**src/tvpll_map.svh**
```systemverilog
// Register offsets, field positions, reset values and fixed constants of the TV PLL register bank
`ifndef TVPLL_MAP_SVH
`define TVPLL_MAP_SVH
`define OFS_CONTRAST_GAIN 8'h08
`define OFS_TV_PLL_CONTROL 8'h09
`define OFS_REF_DIVIDER_LOW 8'h0A
`define OFS_VCO_DIVIDER_LOW 8'h0B
`define OFS_STEP_BYTE3 8'h0C
`define OFS_STEP_BYTE2 8'h0D
`define OFS_STEP_BYTE1 8'h0E
`define OFS_STEP_BYTE0 8'h0F
`define RST_CONTRAST_GAIN 3'h3
`define RST_TV_PLL_CONTROL 8'h80
`define RST_REF_DIVIDER_LOW 8'h3F
`define RST_VCO_DIVIDER_LOW 8'h7E
`define RST_STEP 32'h00000000
`define BIT_LOOP_CAP 0
`define BIT_CP_TRIM 1
`define BIT_REF_MSB 2
`define BIT_VCO_B8 3
`define BIT_VCO_B9 4
`define BIT_LATCH_BIAS 5
`define BIT_SENSE_LO 6
`define BIT_SENSE_HI 7
`define CONTRAST_UNITY 3'h1
`define SLAVE_DIV_ONE 10'h001
`define REF_FREQ_HZ 14318180
`endif

```
**src/tvpll_pkg.sv**
```systemverilog
// Types shared by the TV PLL register bank
package tvpll_pkg;
   typedef enum logic [1:0] {CON_REDUCE, CON_UNITY, CON_BOOST} contrast_mode_e;
   typedef struct packed {
      logic [1:0] sense_ref;
      logic latch_bias;
      logic charge_pump_trim;
      logic loop_cap_select;
   } pll_analog_s;
   typedef struct packed {
      logic [8:0] ref_divider;
      logic [9:0] vco_divider;
   } pll_div_s;
endpackage

```
**src/tv_pll_subcarrier_regs.sv**
```systemverilog
// TV encoder contrast, TV PLL and sub-carrier increment register bank
//
// Function
// - Contrast: zero reduces, one unity, more boosts
// - Control bit zero picks loop capacitor
// - Control bits four-two hold divider MSBs
// - Control bit five sets latch bias
// - Control bits seven-six set sense reference
// - Master: nine-bit reference divider used
// - Slave: pixel clock reference, rate select
// - Master: ten-bit VCO divider used
// - Slave: VCO divider forced to one
// - Pixel clock = ref*(N+2)/(M+2)
// - Auto select zero uses programmed step
// - Step split MSB-first across four bytes
// - Auto select one uses calculated step
// - Master: fixed reference, programmed dividers
// - Slave: input clock reference, dividers one
`timescale 1ns/1ps
`include "tvpll_map.svh"
module tv_pll_subcarrier_regs
   import tvpll_pkg::*;
#(
   parameter int ROM_ADDR_W = 10
)
(
   // Clock and reset
   input wire logic i_clk,
   input wire logic i_sys_rst,
   // Serial port register access
   input wire logic i_reg_wr,
   input wire logic i_reg_rd,
   input wire logic [7:0] i_reg_addr,
   input wire logic [7:0] i_reg_wdata,
   output logic [7:0] o_reg_rdata,
   // Mode inputs from neighbouring registers
   input wire logic i_master_mode,
   input wire logic i_auto_increment_select,
   input wire logic [31:0] i_calculated_step,
   input wire logic i_pixel_tick,
   // Encoder and PLL controls
   output logic [2:0] o_contrast_gain,
   output contrast_mode_e o_contrast_mode,
   output pll_analog_s o_pll_analog,
   output pll_div_s o_pll_div,
   output logic o_ref_is_fixed,
   output logic [31:0] o_step_sel,
   output logic [ROM_ADDR_W-1:0] o_rom_addr
);

   // ************************************************************
   // Register storage
   // ************************************************************
   logic [2:0] contrast_gain_r;
   logic [7:0] tv_pll_control_r;
   logic [7:0] ref_divider_low_r;
   logic [7:0] vco_divider_low_r;
   logic [31:0] step_r;
   logic [31:0] phase_r;
   logic [31:0] phase_nxt;
   logic [7:0] rdata_nxt;

   // Write decode, one strobe per byte register
   // Full eight-bit decode: offsets outside the bank never alias onto it
   wire wr_con = i_reg_wr && (i_reg_addr == `OFS_CONTRAST_GAIN);
   wire wr_tpc = i_reg_wr && (i_reg_addr == `OFS_TV_PLL_CONTROL);
   wire wr_refl = i_reg_wr && (i_reg_addr == `OFS_REF_DIVIDER_LOW);
   wire wr_vcol = i_reg_wr && (i_reg_addr == `OFS_VCO_DIVIDER_LOW);
   wire [3:0] wr_step;

   // ************************************************************
   // Register writes
   // ************************************************************
   // independent byte writes
   // Contrast keeps bits 2:0 only; upper write bits are dropped
   always_ff @(posedge i_clk)
   begin
      if (i_sys_rst)
      begin
         contrast_gain_r <= `RST_CONTRAST_GAIN;
         tv_pll_control_r <= `RST_TV_PLL_CONTROL;
         ref_divider_low_r <= `RST_REF_DIVIDER_LOW;
         vco_divider_low_r <= `RST_VCO_DIVIDER_LOW;
      end
      else
      begin
         if (wr_con)
            contrast_gain_r <= i_reg_wdata[2:0];
         if (wr_tpc)
            tv_pll_control_r <= i_reg_wdata;
         if (wr_refl)
            ref_divider_low_r <= i_reg_wdata;
         if (wr_vcol)
            vco_divider_low_r <= i_reg_wdata;
      end
   end

   // No atomic update: a step written byte by byte is mixed in between
   // byte three at lowest offset
   genvar g;
   generate
      for (g = 0; g < 4; g++)
      begin : g_step
         assign wr_step[g] = i_reg_wr && (i_reg_addr == (`OFS_STEP_BYTE0 - 8'(g)));
         always_ff @(posedge i_clk)
         begin
            if (i_sys_rst)
               step_r[8*g +: 8] <= 8'(`RST_STEP >> (8*g));
            else if (wr_step[g])
               step_r[8*g +: 8] <= i_reg_wdata;
         end
      end
   endgenerate

   // ************************************************************
   // Derived controls
   // ************************************************************
   // assemble full divider fields
   wire [8:0] ref_div_full = {tv_pll_control_r[`BIT_REF_MSB], ref_divider_low_r};
   wire [9:0] vco_div_full = {tv_pll_control_r[`BIT_VCO_B9], tv_pll_control_r[`BIT_VCO_B8],
                              vco_divider_low_r};
   // slave forces ones
   // Programmed divider bits stay readable in slave mode; only the outputs
   // are forced, so a return to master mode restores them
   wire [8:0] ref_div_eff = i_master_mode ? ref_div_full : 9'(`SLAVE_DIV_ONE);
   wire [9:0] vco_div_eff = i_master_mode ? vco_div_full : `SLAVE_DIV_ONE;
   wire contrast_mode_e con_nxt = (contrast_gain_r == 3'h0) ? CON_REDUCE :
      (contrast_gain_r == `CONTRAST_UNITY) ? CON_UNITY : CON_BOOST;
   wire [31:0] step_sel_nxt = i_auto_increment_select ? i_calculated_step : step_r;

   // phase accumulator advances per pixel
   // Carry out of bit 31 is dropped: the phase wraps once per sub-carrier cycle
   always_comb
   begin
      phase_nxt = phase_r;
      if (i_pixel_tick)
         phase_nxt = 32'(phase_r + o_step_sel);
   end

   // Read mux; unmapped offsets read zero
   always_comb
   begin
      rdata_nxt = 8'h00;
      unique case (i_reg_addr)
         `OFS_CONTRAST_GAIN: rdata_nxt = {5'h00, contrast_gain_r};
         `OFS_TV_PLL_CONTROL: rdata_nxt = tv_pll_control_r;
         `OFS_REF_DIVIDER_LOW: rdata_nxt = ref_divider_low_r;
         `OFS_VCO_DIVIDER_LOW: rdata_nxt = vco_divider_low_r;
         `OFS_STEP_BYTE3: rdata_nxt = step_r[31:24];
         `OFS_STEP_BYTE2: rdata_nxt = step_r[23:16];
         `OFS_STEP_BYTE1: rdata_nxt = step_r[15:8];
         `OFS_STEP_BYTE0: rdata_nxt = step_r[7:0];
         default: rdata_nxt = 8'h00;
      endcase
   end

   // ************************************************************
   // Registered outputs
   // ************************************************************
   // Outputs lag the registers by one cycle so all come from flops
   always_ff @(posedge i_clk)
   begin
      if (i_sys_rst)
      begin
         o_reg_rdata <= 8'h00;
         o_contrast_gain <= `RST_CONTRAST_GAIN;
         o_contrast_mode <= CON_BOOST;
         o_pll_analog <= '0;
         o_pll_div <= '0;
         o_ref_is_fixed <= 1'b0;
         o_step_sel <= 32'h00000000;
         phase_r <= 32'h00000000;
         o_rom_addr <= '0;
      end
      else
      begin
         // Read data moves only on a read strobe, so it stands for software
         if (i_reg_rd)
            o_reg_rdata <= rdata_nxt;
         o_contrast_gain <= contrast_gain_r;
         o_contrast_mode <= con_nxt;
         o_pll_analog <= '{sense_ref: tv_pll_control_r[`BIT_SENSE_HI:`BIT_SENSE_LO],
                           latch_bias: tv_pll_control_r[`BIT_LATCH_BIAS],
                           charge_pump_trim: tv_pll_control_r[`BIT_CP_TRIM],
                           loop_cap_select: tv_pll_control_r[`BIT_LOOP_CAP]};
         o_pll_div <= '{ref_divider: ref_div_eff, vco_divider: vco_div_eff};
         // slave takes pixel clock as reference
         o_ref_is_fixed <= i_master_mode;
         o_step_sel <= step_sel_nxt;
         phase_r <= phase_nxt;
         o_rom_addr <= phase_nxt[31 -: ROM_ADDR_W];
      end
   end

   // ************************************************************
   // Checks: clock control and PLL fields
   // ************************************************************
   // Output checks skip the first edge after reset: the output flops then
   // still hold reset values, not copies of the registers
   // slave divider forcing
   slave_div_one_a: assert property (@(posedge i_clk) disable iff (i_sys_rst)
      !$past(i_sys_rst) && !$past(i_master_mode)
      |-> o_pll_div.vco_divider == 10'h001 && o_pll_div.ref_divider == 9'h001)
      else $error("slave dividers not forced to one");

   master_div_a: assert property (@(posedge i_clk) disable iff (i_sys_rst)
      !$past(i_sys_rst) && $past(i_master_mode)
      |-> o_pll_div.vco_divider[9:8] == $past(tv_pll_control_r[4:3])
      && o_pll_div.ref_divider[8] == $past(tv_pll_control_r[2]))
      else $error("divider msb mismatch");

   ref_div_low_a: assert property (@(posedge i_clk) disable iff (i_sys_rst)
      !$past(i_sys_rst) && $past(i_master_mode)
      |-> o_pll_div.ref_divider[7:0] == $past(ref_divider_low_r))
      else $error("reference divider low byte lost");

   vco_div_low_a: assert property (@(posedge i_clk) disable iff (i_sys_rst)
      !$past(i_sys_rst) && $past(i_master_mode)
      |-> o_pll_div.vco_divider[7:0] == $past(vco_divider_low_r))
      else $error("VCO divider low byte lost");

   ref_source_a: assert property (@(posedge i_clk) disable iff (i_sys_rst)
      !$past(i_sys_rst) |-> o_ref_is_fixed == $past(i_master_mode))
      else $error("reference source does not follow clock mode");

   loop_cap_a: assert property (@(posedge i_clk) disable iff (i_sys_rst)
      !$past(i_sys_rst)
      |-> o_pll_analog.loop_cap_select == $past(tv_pll_control_r[`BIT_LOOP_CAP]))
      else $error("loop capacitor select mismatch");

   latch_bias_a: assert property (@(posedge i_clk) disable iff (i_sys_rst)
      !$past(i_sys_rst)
      |-> o_pll_analog.latch_bias == $past(tv_pll_control_r[`BIT_LATCH_BIAS]))
      else $error("latch bias mismatch");

   sense_ref_a: assert property (@(posedge i_clk) disable iff (i_sys_rst)
      !$past(i_sys_rst)
      |-> o_pll_analog.sense_ref == $past(tv_pll_control_r[`BIT_SENSE_HI:`BIT_SENSE_LO]))
      else $error("sense reference mismatch");

   // ************************************************************
   // Checks: contrast
   // ************************************************************
   // contrast class
   contrast_class_a: assert property (@(posedge i_clk) disable iff (i_sys_rst)
      (o_contrast_gain == 3'h1) == (o_contrast_mode == CON_UNITY))
      else $error("contrast class mismatch");

   contrast_reduce_a: assert property (@(posedge i_clk) disable iff (i_sys_rst)
      (o_contrast_gain == 3'h0) == (o_contrast_mode == CON_REDUCE))
      else $error("contrast reduce class mismatch");

   contrast_copy_a: assert property (@(posedge i_clk) disable iff (i_sys_rst)
      !$past(i_sys_rst) |-> o_contrast_gain == $past(contrast_gain_r))
      else $error("contrast output does not follow register");

   // ************************************************************
   // Checks: register access
   // ************************************************************
   // byte order
   step_order_a: assert property (@(posedge i_clk) disable iff (i_sys_rst)
      i_reg_wr && i_reg_addr == `OFS_STEP_BYTE3
      |=> step_r[31:24] == $past(i_reg_wdata))
      else $error("top step byte not at lowest offset");

   step_low_a: assert property (@(posedge i_clk) disable iff (i_sys_rst)
      i_reg_wr && i_reg_addr == `OFS_STEP_BYTE0
      |=> step_r[7:0] == $past(i_reg_wdata))
      else $error("low step byte not at highest offset");

   readback_a: assert property (@(posedge i_clk) disable iff (i_sys_rst)
      i_reg_wr && i_reg_addr == 8'h0A ##1 i_reg_rd && i_reg_addr == 8'h0A && !i_reg_wr
      |=> o_reg_rdata == $past(i_reg_wdata, 2))
      else $error("readback mismatch");

   control_write_a: assert property (@(posedge i_clk) disable iff (i_sys_rst)
      i_reg_wr && i_reg_addr == `OFS_TV_PLL_CONTROL
      |=> tv_pll_control_r == $past(i_reg_wdata))
      else $error("control write lost");

   contrast_write_a: assert property (@(posedge i_clk) disable iff (i_sys_rst)
      i_reg_wr && i_reg_addr == `OFS_CONTRAST_GAIN
      |=> contrast_gain_r == $past(i_reg_wdata[2:0]))
      else $error("contrast write mismatch");

   unmapped_read_a: assert property (@(posedge i_clk) disable iff (i_sys_rst)
      i_reg_rd && (i_reg_addr < `OFS_CONTRAST_GAIN || i_reg_addr > `OFS_STEP_BYTE0)
      |=> o_reg_rdata == 8'h00)
      else $error("unmapped offset read nonzero");

   rdata_hold_a: assert property (@(posedge i_clk) disable iff (i_sys_rst)
      !i_reg_rd |=> $stable(o_reg_rdata))
      else $error("read data changed without a read");

   // ************************************************************
   // Checks: sub-carrier step
   // ************************************************************
   // Software changes the step byte by byte, so a mixed value is legal here
   // step source
   step_source_a: assert property (@(posedge i_clk) disable iff (i_sys_rst)
      !$past(i_sys_rst) && !$past(i_auto_increment_select)
      |-> o_step_sel == $past(step_r))
      else $error("programmed step not selected");

   auto_source_a: assert property (@(posedge i_clk) disable iff (i_sys_rst)
      !$past(i_sys_rst) && $past(i_auto_increment_select)
      |-> o_step_sel == $past(i_calculated_step))
      else $error("calculated step not selected");

   phase_step_a: assert property (@(posedge i_clk) disable iff (i_sys_rst)
      i_pixel_tick |=> phase_r == $past(phase_r) + $past(o_step_sel))
      else $error("phase did not advance");

   phase_hold_a: assert property (@(posedge i_clk) disable iff (i_sys_rst)
      !i_pixel_tick |=> phase_r == $past(phase_r))
      else $error("phase moved without a pixel tick");
endmodule

```
**config.mk**
```make
export PLATFORM = sky130hd
export DESIGN_NAME = tv_pll_subcarrier_regs
export DESIGN_NICKNAME = d
export VERILOG_FILES = /design/src/tvpll_pkg.sv /design/src/tv_pll_subcarrier_regs.sv
export VERILOG_INCLUDE_DIRS = /design/src
export SDC_FILE = /design/constraint.sdc
export NUM_CORES = 1
export LEC_CHECK = 0
export BUFFER_PORTS_ARGS = -buffer_cell sky130_fd_sc_hd__buf_2
export CORE_UTILIZATION = 30
export DETAILED_ROUTE_END_ITERATION = 12
export PLACE_DENSITY_LB_ADDON = 0.1
export SLEW_MARGIN = 20
export SYNTH_ARGS = -nofsm -noshare
export SYNTH_HDL_FRONTEND = slang
export SYNTH_SLANG_ARGS = --single-unit
```
**constraint.sdc**
```tcl
create_clock -name i_clk -period 8.1 [get_ports i_clk]
set_input_delay 0.405 -clock i_clk [delete_from_list [all_inputs] [get_ports i_clk]]
set_output_delay 0.405 -clock i_clk [all_outputs]
set_load 0.02 [all_outputs]
```
; Word-level counts from Yosys, hierarchy flattened
; Cells that the tools add are included.
[op_classes]
n_addsub = 1
bitwise = 1
mux = 6
eq_ne = 9
reduce_logical = 11
[ops]
columns = cell, count
row1 = $eq A8 B4 Y1 const B, 8
row2 = $pmux W8 S8, 1
row3 = $add A32 B32 Y32, 1
row4 = $mux W32, 1
row5 = $logic_and A1 B1 Y1, 8
row6 = $mux W2, 2
row7 = $reduce_or A2 Y1, 2
row8 = $eq A3 B1 Y1 const B, 1
row9 = $logic_not A3 Y1, 1
row10 = $mux W1, 2
row11 = $not A1 Y1, 1
[word_totals]
reg_bits = 161
in_bits = 55

; Logic depth before layout (Yosys ltp)
; Gate-level depths: netlist of run 1.
[depth]
ltp_word = 3
mapped_depth = 11
mapped_depth_nobuf = 11

; Least setup slack after synthesis of run 1
; Ideal clock, no wire load.
[synth_timing]
path_type = reg2reg
from = register o_step_sel[0]
to = register phase_r[24]
arrival_time_ns = 2.588
stages_incl_launch_ff = 12
required_time_ns = 7.955
n_path_buf = 0
setup_time_ns = 0.145
path_slack_ns = 5.367
path_cell_list = dfxtp_1 -> ha_1 -> fa_1 -> a21o_1 -> a221oi_2 -> o211ai_1 -> a21oi_1 -> o21ai_1 -> a41o_1 -> a21oi_2 -> xor2_1 -> a211oi_1
[synth_via]
elab_chain_cells = 1
[synth_rtl]
columns = item, line
row1 = from (decl), tv_pll_subcarrier_regs.sv:47  ; output logic [31:0] o_step_sel,
row2 = from (signal assigned), tv_pll_subcarrier_regs.sv:189  ; o_step_sel <= step_sel_nxt;
row3 = $add A32 B32 Y32, tv_pll_subcarrier_regs.sv:137  ; phase_nxt = 32'(phase_r + o_step_sel);
row4 = to (signal assigned), tv_pll_subcarrier_regs.sv:190  ; phase_r <= phase_nxt;
row5 = to (decl), tv_pll_subcarrier_regs.sv:59  ; logic [31:0] phase_r;
; No other way between the ends.
; A chain may end at the register's enable or synchronous reset.

; Final worst setup path of run 1
; Same ends and word-level chain as after synthesis.

==> flow_metrics.env, run 1 <==
export IMPL_async_flop_share=0
export IMPL_hold_buffers=0
export IMPL_core_area_mm2=0.0251
export IMPL_ys_seq_area_frac=0.421
export IMPL_power_density_mw_per_mm2=199
export IMPL_synthSimpleGateAreaFrac=0.179
export IMPL_vias_per_cell=4.76
export IMPL_finalMaxSlewViolations=0
export IMPL_ys_ff_latch=161
export IMPL_die_w_um=162
export IMPL_synth_top_area_share=0.421
export IMPL_layout_drive_gt1_share=0.213
export IMPL_ys_top_cells_by_count="dfxtp_1 (161), nor2_1 (127), mux2i_1 (96), a21oi_1 (49), nand2_1 (48)"
export IMPL_grt_usage=0.175
export IMPL_synth_edf_count=0
export IMPL_synth_warnings=0
export IMPL_pin_count=135
export IMPL_grt_pass1_vias=5895
export IMPL_start_util=0.305
export IMPL_dpl_hpwl_mm=16.5
export IMPL_nets=1018
export IMPL_clk_latency_ns=0.41
export IMPL_synth_largest_area_cell="dfxtp_1"
export IMPL_cts_root_buf="clkbuf_16"
export IMPL_cts_max_path_buffers=2
export IMPL_worstMarginPinSlew_ns=0.965
export IMPL_synth_area_mm2=0.00765
export IMPL_grt_max_degree=74
export IMPL_peakVddDrop_uv=97.1
export IMPL_cp_data_required_time_ns=8.35
export IMPL_min_path_type="input pin to flip-flop"
export IMPL_maxCapViolCount=0
export IMPL_yosysMostFrequentCell="dfxtp_1"
export IMPL_synth_adder_area_share=0.0533
export IMPL_synth_main_ff_cell="dfxtp_1"
export IMPL_place_area_mm2=0.00850
export IMPL_die_h_um=162
export IMPL_start_kind="flip-flop"
export IMPL_final_hold_violation_count=0
export IMPL_max_slew_margin=0.356
export IMPL_dr_pass1_iters=8
export IMPL_period_share=0.370
export IMPL_portBuffers=134
export IMPL_synth_area_per_cell_um2=9.19
export IMPL_grt_overflow=0
export IMPL_drt_initial_drc_count=252
export IMPL_num_vias=6052
export IMPL_violations="DRC"
export IMPL_synth_area_mux_share=0.148
export IMPL_die_area_mm2=0.0261
export IMPL_antenna_found_initial=0
export IMPL_synth_xor_area_frac=0.0309
export IMPL_syn_instance_count=832
export IMPL_mappedNetlistNets=919
export IMPL_grt_pass1_wl_mm=34.9
export IMPL_cts_buffers=17
export IMPL_critPathKind="flip-flop to flip-flop"
export IMPL_clk_pin_slew_ns=0.06
export IMPL_rows=58
export IMPL_post_cts_buffers=0
export IMPL_fmax_ghz=0.334
export IMPL_wl_mm=22.3
export IMPL_cp_max_fo=3
export IMPL_skew_ns=0.00758
export IMPL_area_growth_syn_to_layout_pct=18.7
export IMPL_synth_top_family_by_area="simple AND/OR/NAND/NOR gates"
export IMPL_status="finished with violations"
export IMPL_htreeDepth=4
export IMPL_ctsResizeCount=0
export IMPL_num_antenna_cells=0
export IMPL_drcViolationCount=1
export IMPL_setup_viol=0
export IMPL_wire_per_inst_um=17.5
export IMPL_setup_tns_ns=0
export IMPL_fin_area_mm2=0.00908
export IMPL_synth_compound_area_frac=0.128
export IMPL_p_leak_nw=4.01
export IMPL_worstPathArrival_ns=3.25
export IMPL_synth_distinct_cells=63
export IMPL_finalCriticalPeriod_ns=3.00
export IMPL_synth_area_leaders="dfxtp_1 (42%), mux2i_1 (13%), nor2_1 (6.2%)"
export IMPL_crit_path_end_kind="flip-flop"
export IMPL_rsz0062_at_grt="no"
export IMPL_antenna_left=0
export IMPL_clock_sinks=161
export IMPL_routabilityCongestion=0.871
export IMPL_cts_tree="done"
## cell families (layout without fill, tap and decap cells)
| family | Yosys count | after routing |
|---|---|---|
| xor+xnor | 27 | 27 |
| simple gates | 287 | 287 |
| mux | 108 | 108 |
| fa+ha+maj | 32 | 32 |
| buf+inv | 70 | 180 |
| compound gates | 147 | 147 |
| flops | 161 | 161 |
## through the flow
step	utilization	total power [W]	worst slack [ns]	hold WS, ns	std cells
2_1_floorplan	-	0.000970	5.37	0.429	832
3_3_place_gp	0.339	0.00103	5.17	0.446	1242
3_5_place_dp	0.339	0.00103	5.12	0.460	1242
4_1_cts	0.361	0.00183	5.09	0.183	1272
5_1_grt	0.361	0.00188	4.88	0.190	1272
6_report	0.361	0.00180	5.10	0.208	1272
## worst paths after layout
kind | from | endpoint | slack (ns) | cells past startpoint
worst max-delay path | o_step_sel[0] | phase_r[24] | 5.10 | 11
worst min-delay path | i_master_mode | o_pll_div[10] | 0.21 | 2
worst max register to register | o_step_sel[0] | phase_r[24] | 5.10 | 11
worst min register to register | o_reg_rdata[1] | o_reg_rdata[1] | 0.46 | 2
## cell usage in the layout, fill, tap and decap left out, drive strengths merged, types with 4 or more instances in the layout
cell	netlist	routed
a211o	8	8
a21o	7	7
a21oi	51	51
a221oi	4	4
a22oi	13	13
a31oi	4	4
and2	19	19
and3	4	4
buf	26	138
clkbuf	32	20
clkinvlp	0	5
dfxtp	161	161
ha	31	31
inv	12	12
mux2	9	9
mux2i	96	96
nand2	49	49
nand2b	9	9
nand3	24	24
nand3b	8	8
nand4	6	6
nor2	130	130
nor2b	21	21
nor3	5	5
o211ai	4	4
o21ai	25	25
o22ai	4	4
xnor2	18	18
xor2	9	9
## critical path, cell delays in order, from the launching register on
cell and delay, ns:
dfxtp_1 0.31, ha_1 0.22, fa_1 0.40, a21o_1 0.22
a221oi_2 0.34, o211ai_1 0.26, a21oi_1 0.27, o21ai_1 0.15
a41o_1 0.27, a21oi_2 0.14, xor2_1 0.16, a211oi_1 0.08
## final cells by class
class,instances,area (um2)
clock buffer,20,457
clock inverter,10,113
fill,2667,16000
inverter,12,45.0
multi-input combinational,601,4120
sequential,161,3220
tap,330,413
timing repair buffer,138,703
## layer usage
metal | GRT usage | routed length, um
met2 | 0.277 | 10300
met5 | 0 | 0
met3 | 0.0329 | 905
met1 | 0.243 | 10800
met4 | 0.0480 | 323
## where the power goes
| group | switching, W | internal (W) | leakage, nW | total, W |
|---|---|---|---|---|
| Clock | 0.000325 | 0.000465 | 0.266 | 0.000791 |
| Sequential | 0.0000132 | 0.000812 | 1.31 | 0.000825 |
| Combinational | 0.000117 | 0.0000690 | 2.44 | 0.000186 |
## registers in the layout (all words and copies together) (netlist names)
name	count
o_pll_div	19
phase_r	32
vco_divider_low_r	8
o_contrast_gain	3
o_ref_is_fixed	1
o_pll_analog	5
contrast_gain_r	3
o_step_sel	32
o_reg_rdata	8
tv_pll_control_r	8
o_contrast_mode	2
ref_divider_low_r	8
step_r	32
No activity file was read; power rests on OpenSTA's default activity.
==> inputs of run 2 (changes only) <==
==> constraint.sdc (replaced) <==
create_clock -name i_clk -period 2.8 [get_ports i_clk]
set_input_delay 0.14 -clock i_clk [delete_from_list [all_inputs] [get_ports i_clk]]
set_output_delay 0.14 -clock i_clk [all_outputs]
set_load 0.02 [all_outputs]
==> run 2 against run 1 <==
  * The run still ends with DRC left
  * Clock skew increased by 0.0031 ns
  * Fmax increased by 11%
  * Via count increased by 3.8%
  * Clock-buffer cell count unchanged
  * Critical path depth unchanged
  * Combinational power increased to 3.1 times the previous value
  * Design area increased by 5.3%
  * Critical path type unchanged
  * Critical endpoint is now phase_r[26]
  * Highest routed layer unchanged
==> flow_metrics.env, run 2 (synthesis results as in run 1) <==
export IMPL_status="finished with violations"
export IMPL_violations="DRC"
export IMPL_whs_ns=0.00691
export IMPL_grt_usage=0.178
export IMPL_clk_latency_ns=0.42
export IMPL_clk_pin_slew_ns=0.07
export IMPL_path_buf_inv=0
export IMPL_finalMaxSlewViolations=0
export IMPL_portBuffers=134
export IMPL_num_vias=6281
export IMPL_crit_path_end_kind="flip-flop"
export IMPL_critPathKind="flip-flop to flip-flop"
export IMPL_instances_no_fill=1315
export IMPL_drcViolationCount=1
export IMPL_setup_viol=0
export IMPL_start_util=0.305
export IMPL_top_regs="o_step_sel (32), phase_r (32), step_r (32)"
export IMPL_die_w_um=162
export IMPL_num_antenna_cells=0
export IMPL_worstPathArrival_ns=3.01
export IMPL_skew_ns=0.0106
export IMPL_vias_per_cell=4.78
export IMPL_maxCapViolCount=0
export IMPL_htreeDepth=4
export IMPL_die_h_um=162
export IMPL_final_cell_mix="dfxtp_1 (159), buf_2 (133), nor2_1 (127), mux2i_1 (96), nand2_1 (48)"
export IMPL_cp_max_fo=3
export IMPL_finalCriticalPeriod_ns=2.71
export IMPL_crit_top_cell="nand2_1"
export IMPL_start_kind="flip-flop"
export IMPL_fmax_ghz=0.369
export IMPL_antenna_left=0
export IMPL_dr_pass1_iters=9
export IMPL_drt_initial_drc_count=273
export IMPL_pin_count=135
export IMPL_worstMarginPinSlew_ns=0.654
export IMPL_cpPeakStageDelay_ns=0.55
export IMPL_mostFrequentLayoutCell="dfxtp_1"
export IMPL_p_leak_nw=4.23
export IMPL_grt_pass1_wl_mm=35.6
export IMPL_finalCoreUtilization=0.381
export IMPL_peakVddDrop_uv=272
export IMPL_cp_data_required_time_ns=3.10
export IMPL_die_area_mm2=0.0261
export IMPL_min_path_type="input pin to flip-flop"
export IMPL_wl_mm=23.0
export IMPL_clock_sinks=161
export IMPL_cts_max_path_buffers=2
export IMPL_rows=58
export IMPL_cts_buffers=17
export IMPL_p_total_w=0.00545
export IMPL_cpLargestDelayFamily="simple AND/OR/NAND/NOR gates"
export IMPL_core_area_mm2=0.0251
export IMPL_dpl_hpwl_mm=16.9
export IMPL_cts_root_buf="clkbuf_16"
export IMPL_crit_chain="ha_4 -> fa_2 -> a21o_1 -> a221oi_4 -> o211ai_1 -> nor4b_4 -> or4_4 -> a21oi_2 -> nand2_1 -> nand2_1 -> o21ai_1"
export IMPL_max_slew_margin=0.562
export IMPL_layout_drive_gt1_share=0.231
export IMPL_multiInputGateArea_mm2=0.00417
export IMPL_nets=1061
export IMPL_crit_slowest_cell="or4_4"
export IMPL_area_sequential_mm2=0.00323
export IMPL_grt_pass1_vias=6089
export IMPL_rsz0062_at_grt="yes"
export IMPL_final_hold_violation_count=0
export IMPL_antenna_found_initial=0
export IMPL_grt_max_degree=65
export IMPL_power_density_mw_per_mm2=570
export IMPL_place_inst=1259
export IMPL_fillCellCount=2620
export IMPL_grt_overflow=0
export IMPL_routabilityCongestion=0.879
export IMPL_wire_per_inst_um=17.5
export IMPL_area_growth_syn_to_layout_pct=25.0
export IMPL_cts_tree="done"
export IMPL_period_share=0.969
run 2: cell count changes in the layout (fill, tap and decap cells not counted), sizes merged:
cell / delta
dlygate4sd3: +24
clkinv: -1
bufinv: +2
clkinvlp: -1
buf: +19
run 2: tightest hold or removal path, delay by kind of cell:
kind,cells,cell delay [ns]
buffers and inverters,1,0.09
AND/OR/NAND/NOR,1,0.08
multiplexers,1,0.07
run 2: path summary, 6_finish.rpt:
check | startpoint | to | slack, ns | depth (start not counted)
worst max-delay path | phase_r[0] | phase_r[26] | 0.09 | 11
worst min register to register | o_reg_rdata[1] | o_reg_rdata[1] | 0.46 | 2
worst max register to register | phase_r[0] | phase_r[26] | 0.09 | 11
worst min-delay path | i_calculated_step[14] | o_step_sel[14] | 0.007 | 3
run 2: final cells by class:
cell class                 instances  share of cell area
clock buffer                      20              0.0478
sequential                       161               0.337
multi-input combinational        601               0.436
clock inverter                    10              0.0168
inverter                          12             0.00471
tap                              330              0.0432
timing repair buffer             181               0.114
run 2: power breakdown:
part / leakage, nW / internal [W] / switching [W]
Sequential: 1.31 / 0.00235 / 0.0000381
Combinational: 2.63 / 0.000233 / 0.000351
Clock: 0.290 / 0.00153 / 0.000953
run 2: stage by stage:
step | setup TNS (ns) | area (um2) | setup slack [ns]
2_1_floorplan | 0 | 7650 | 0.0674
3_3_place_gp | -0.0394 | 8630 | -0.0394
3_5_place_dp | -0.148 | 8630 | -0.0630
4_1_cts | 0 | 9510 | 0.00633
5_1_grt | -0.0302 | 9560 | -0.0220
6_report | 0 | 9560 | 0.0879
run 2: timing repair:
action                                 CTS  global route
hold buffers                            24             0
buffers inserted                         1             1
setup endpoints to repair                4             6
pin swaps                                2             8
resized for setup                        1             9
endpoints found under the hold margin   25             0
run 2: routing by layer:
layer	wire length [um]	track usage
met4	392	0.0545
met1	11400	0.247
met3	621	0.0294
met5	0	0
met2	10600	0.283
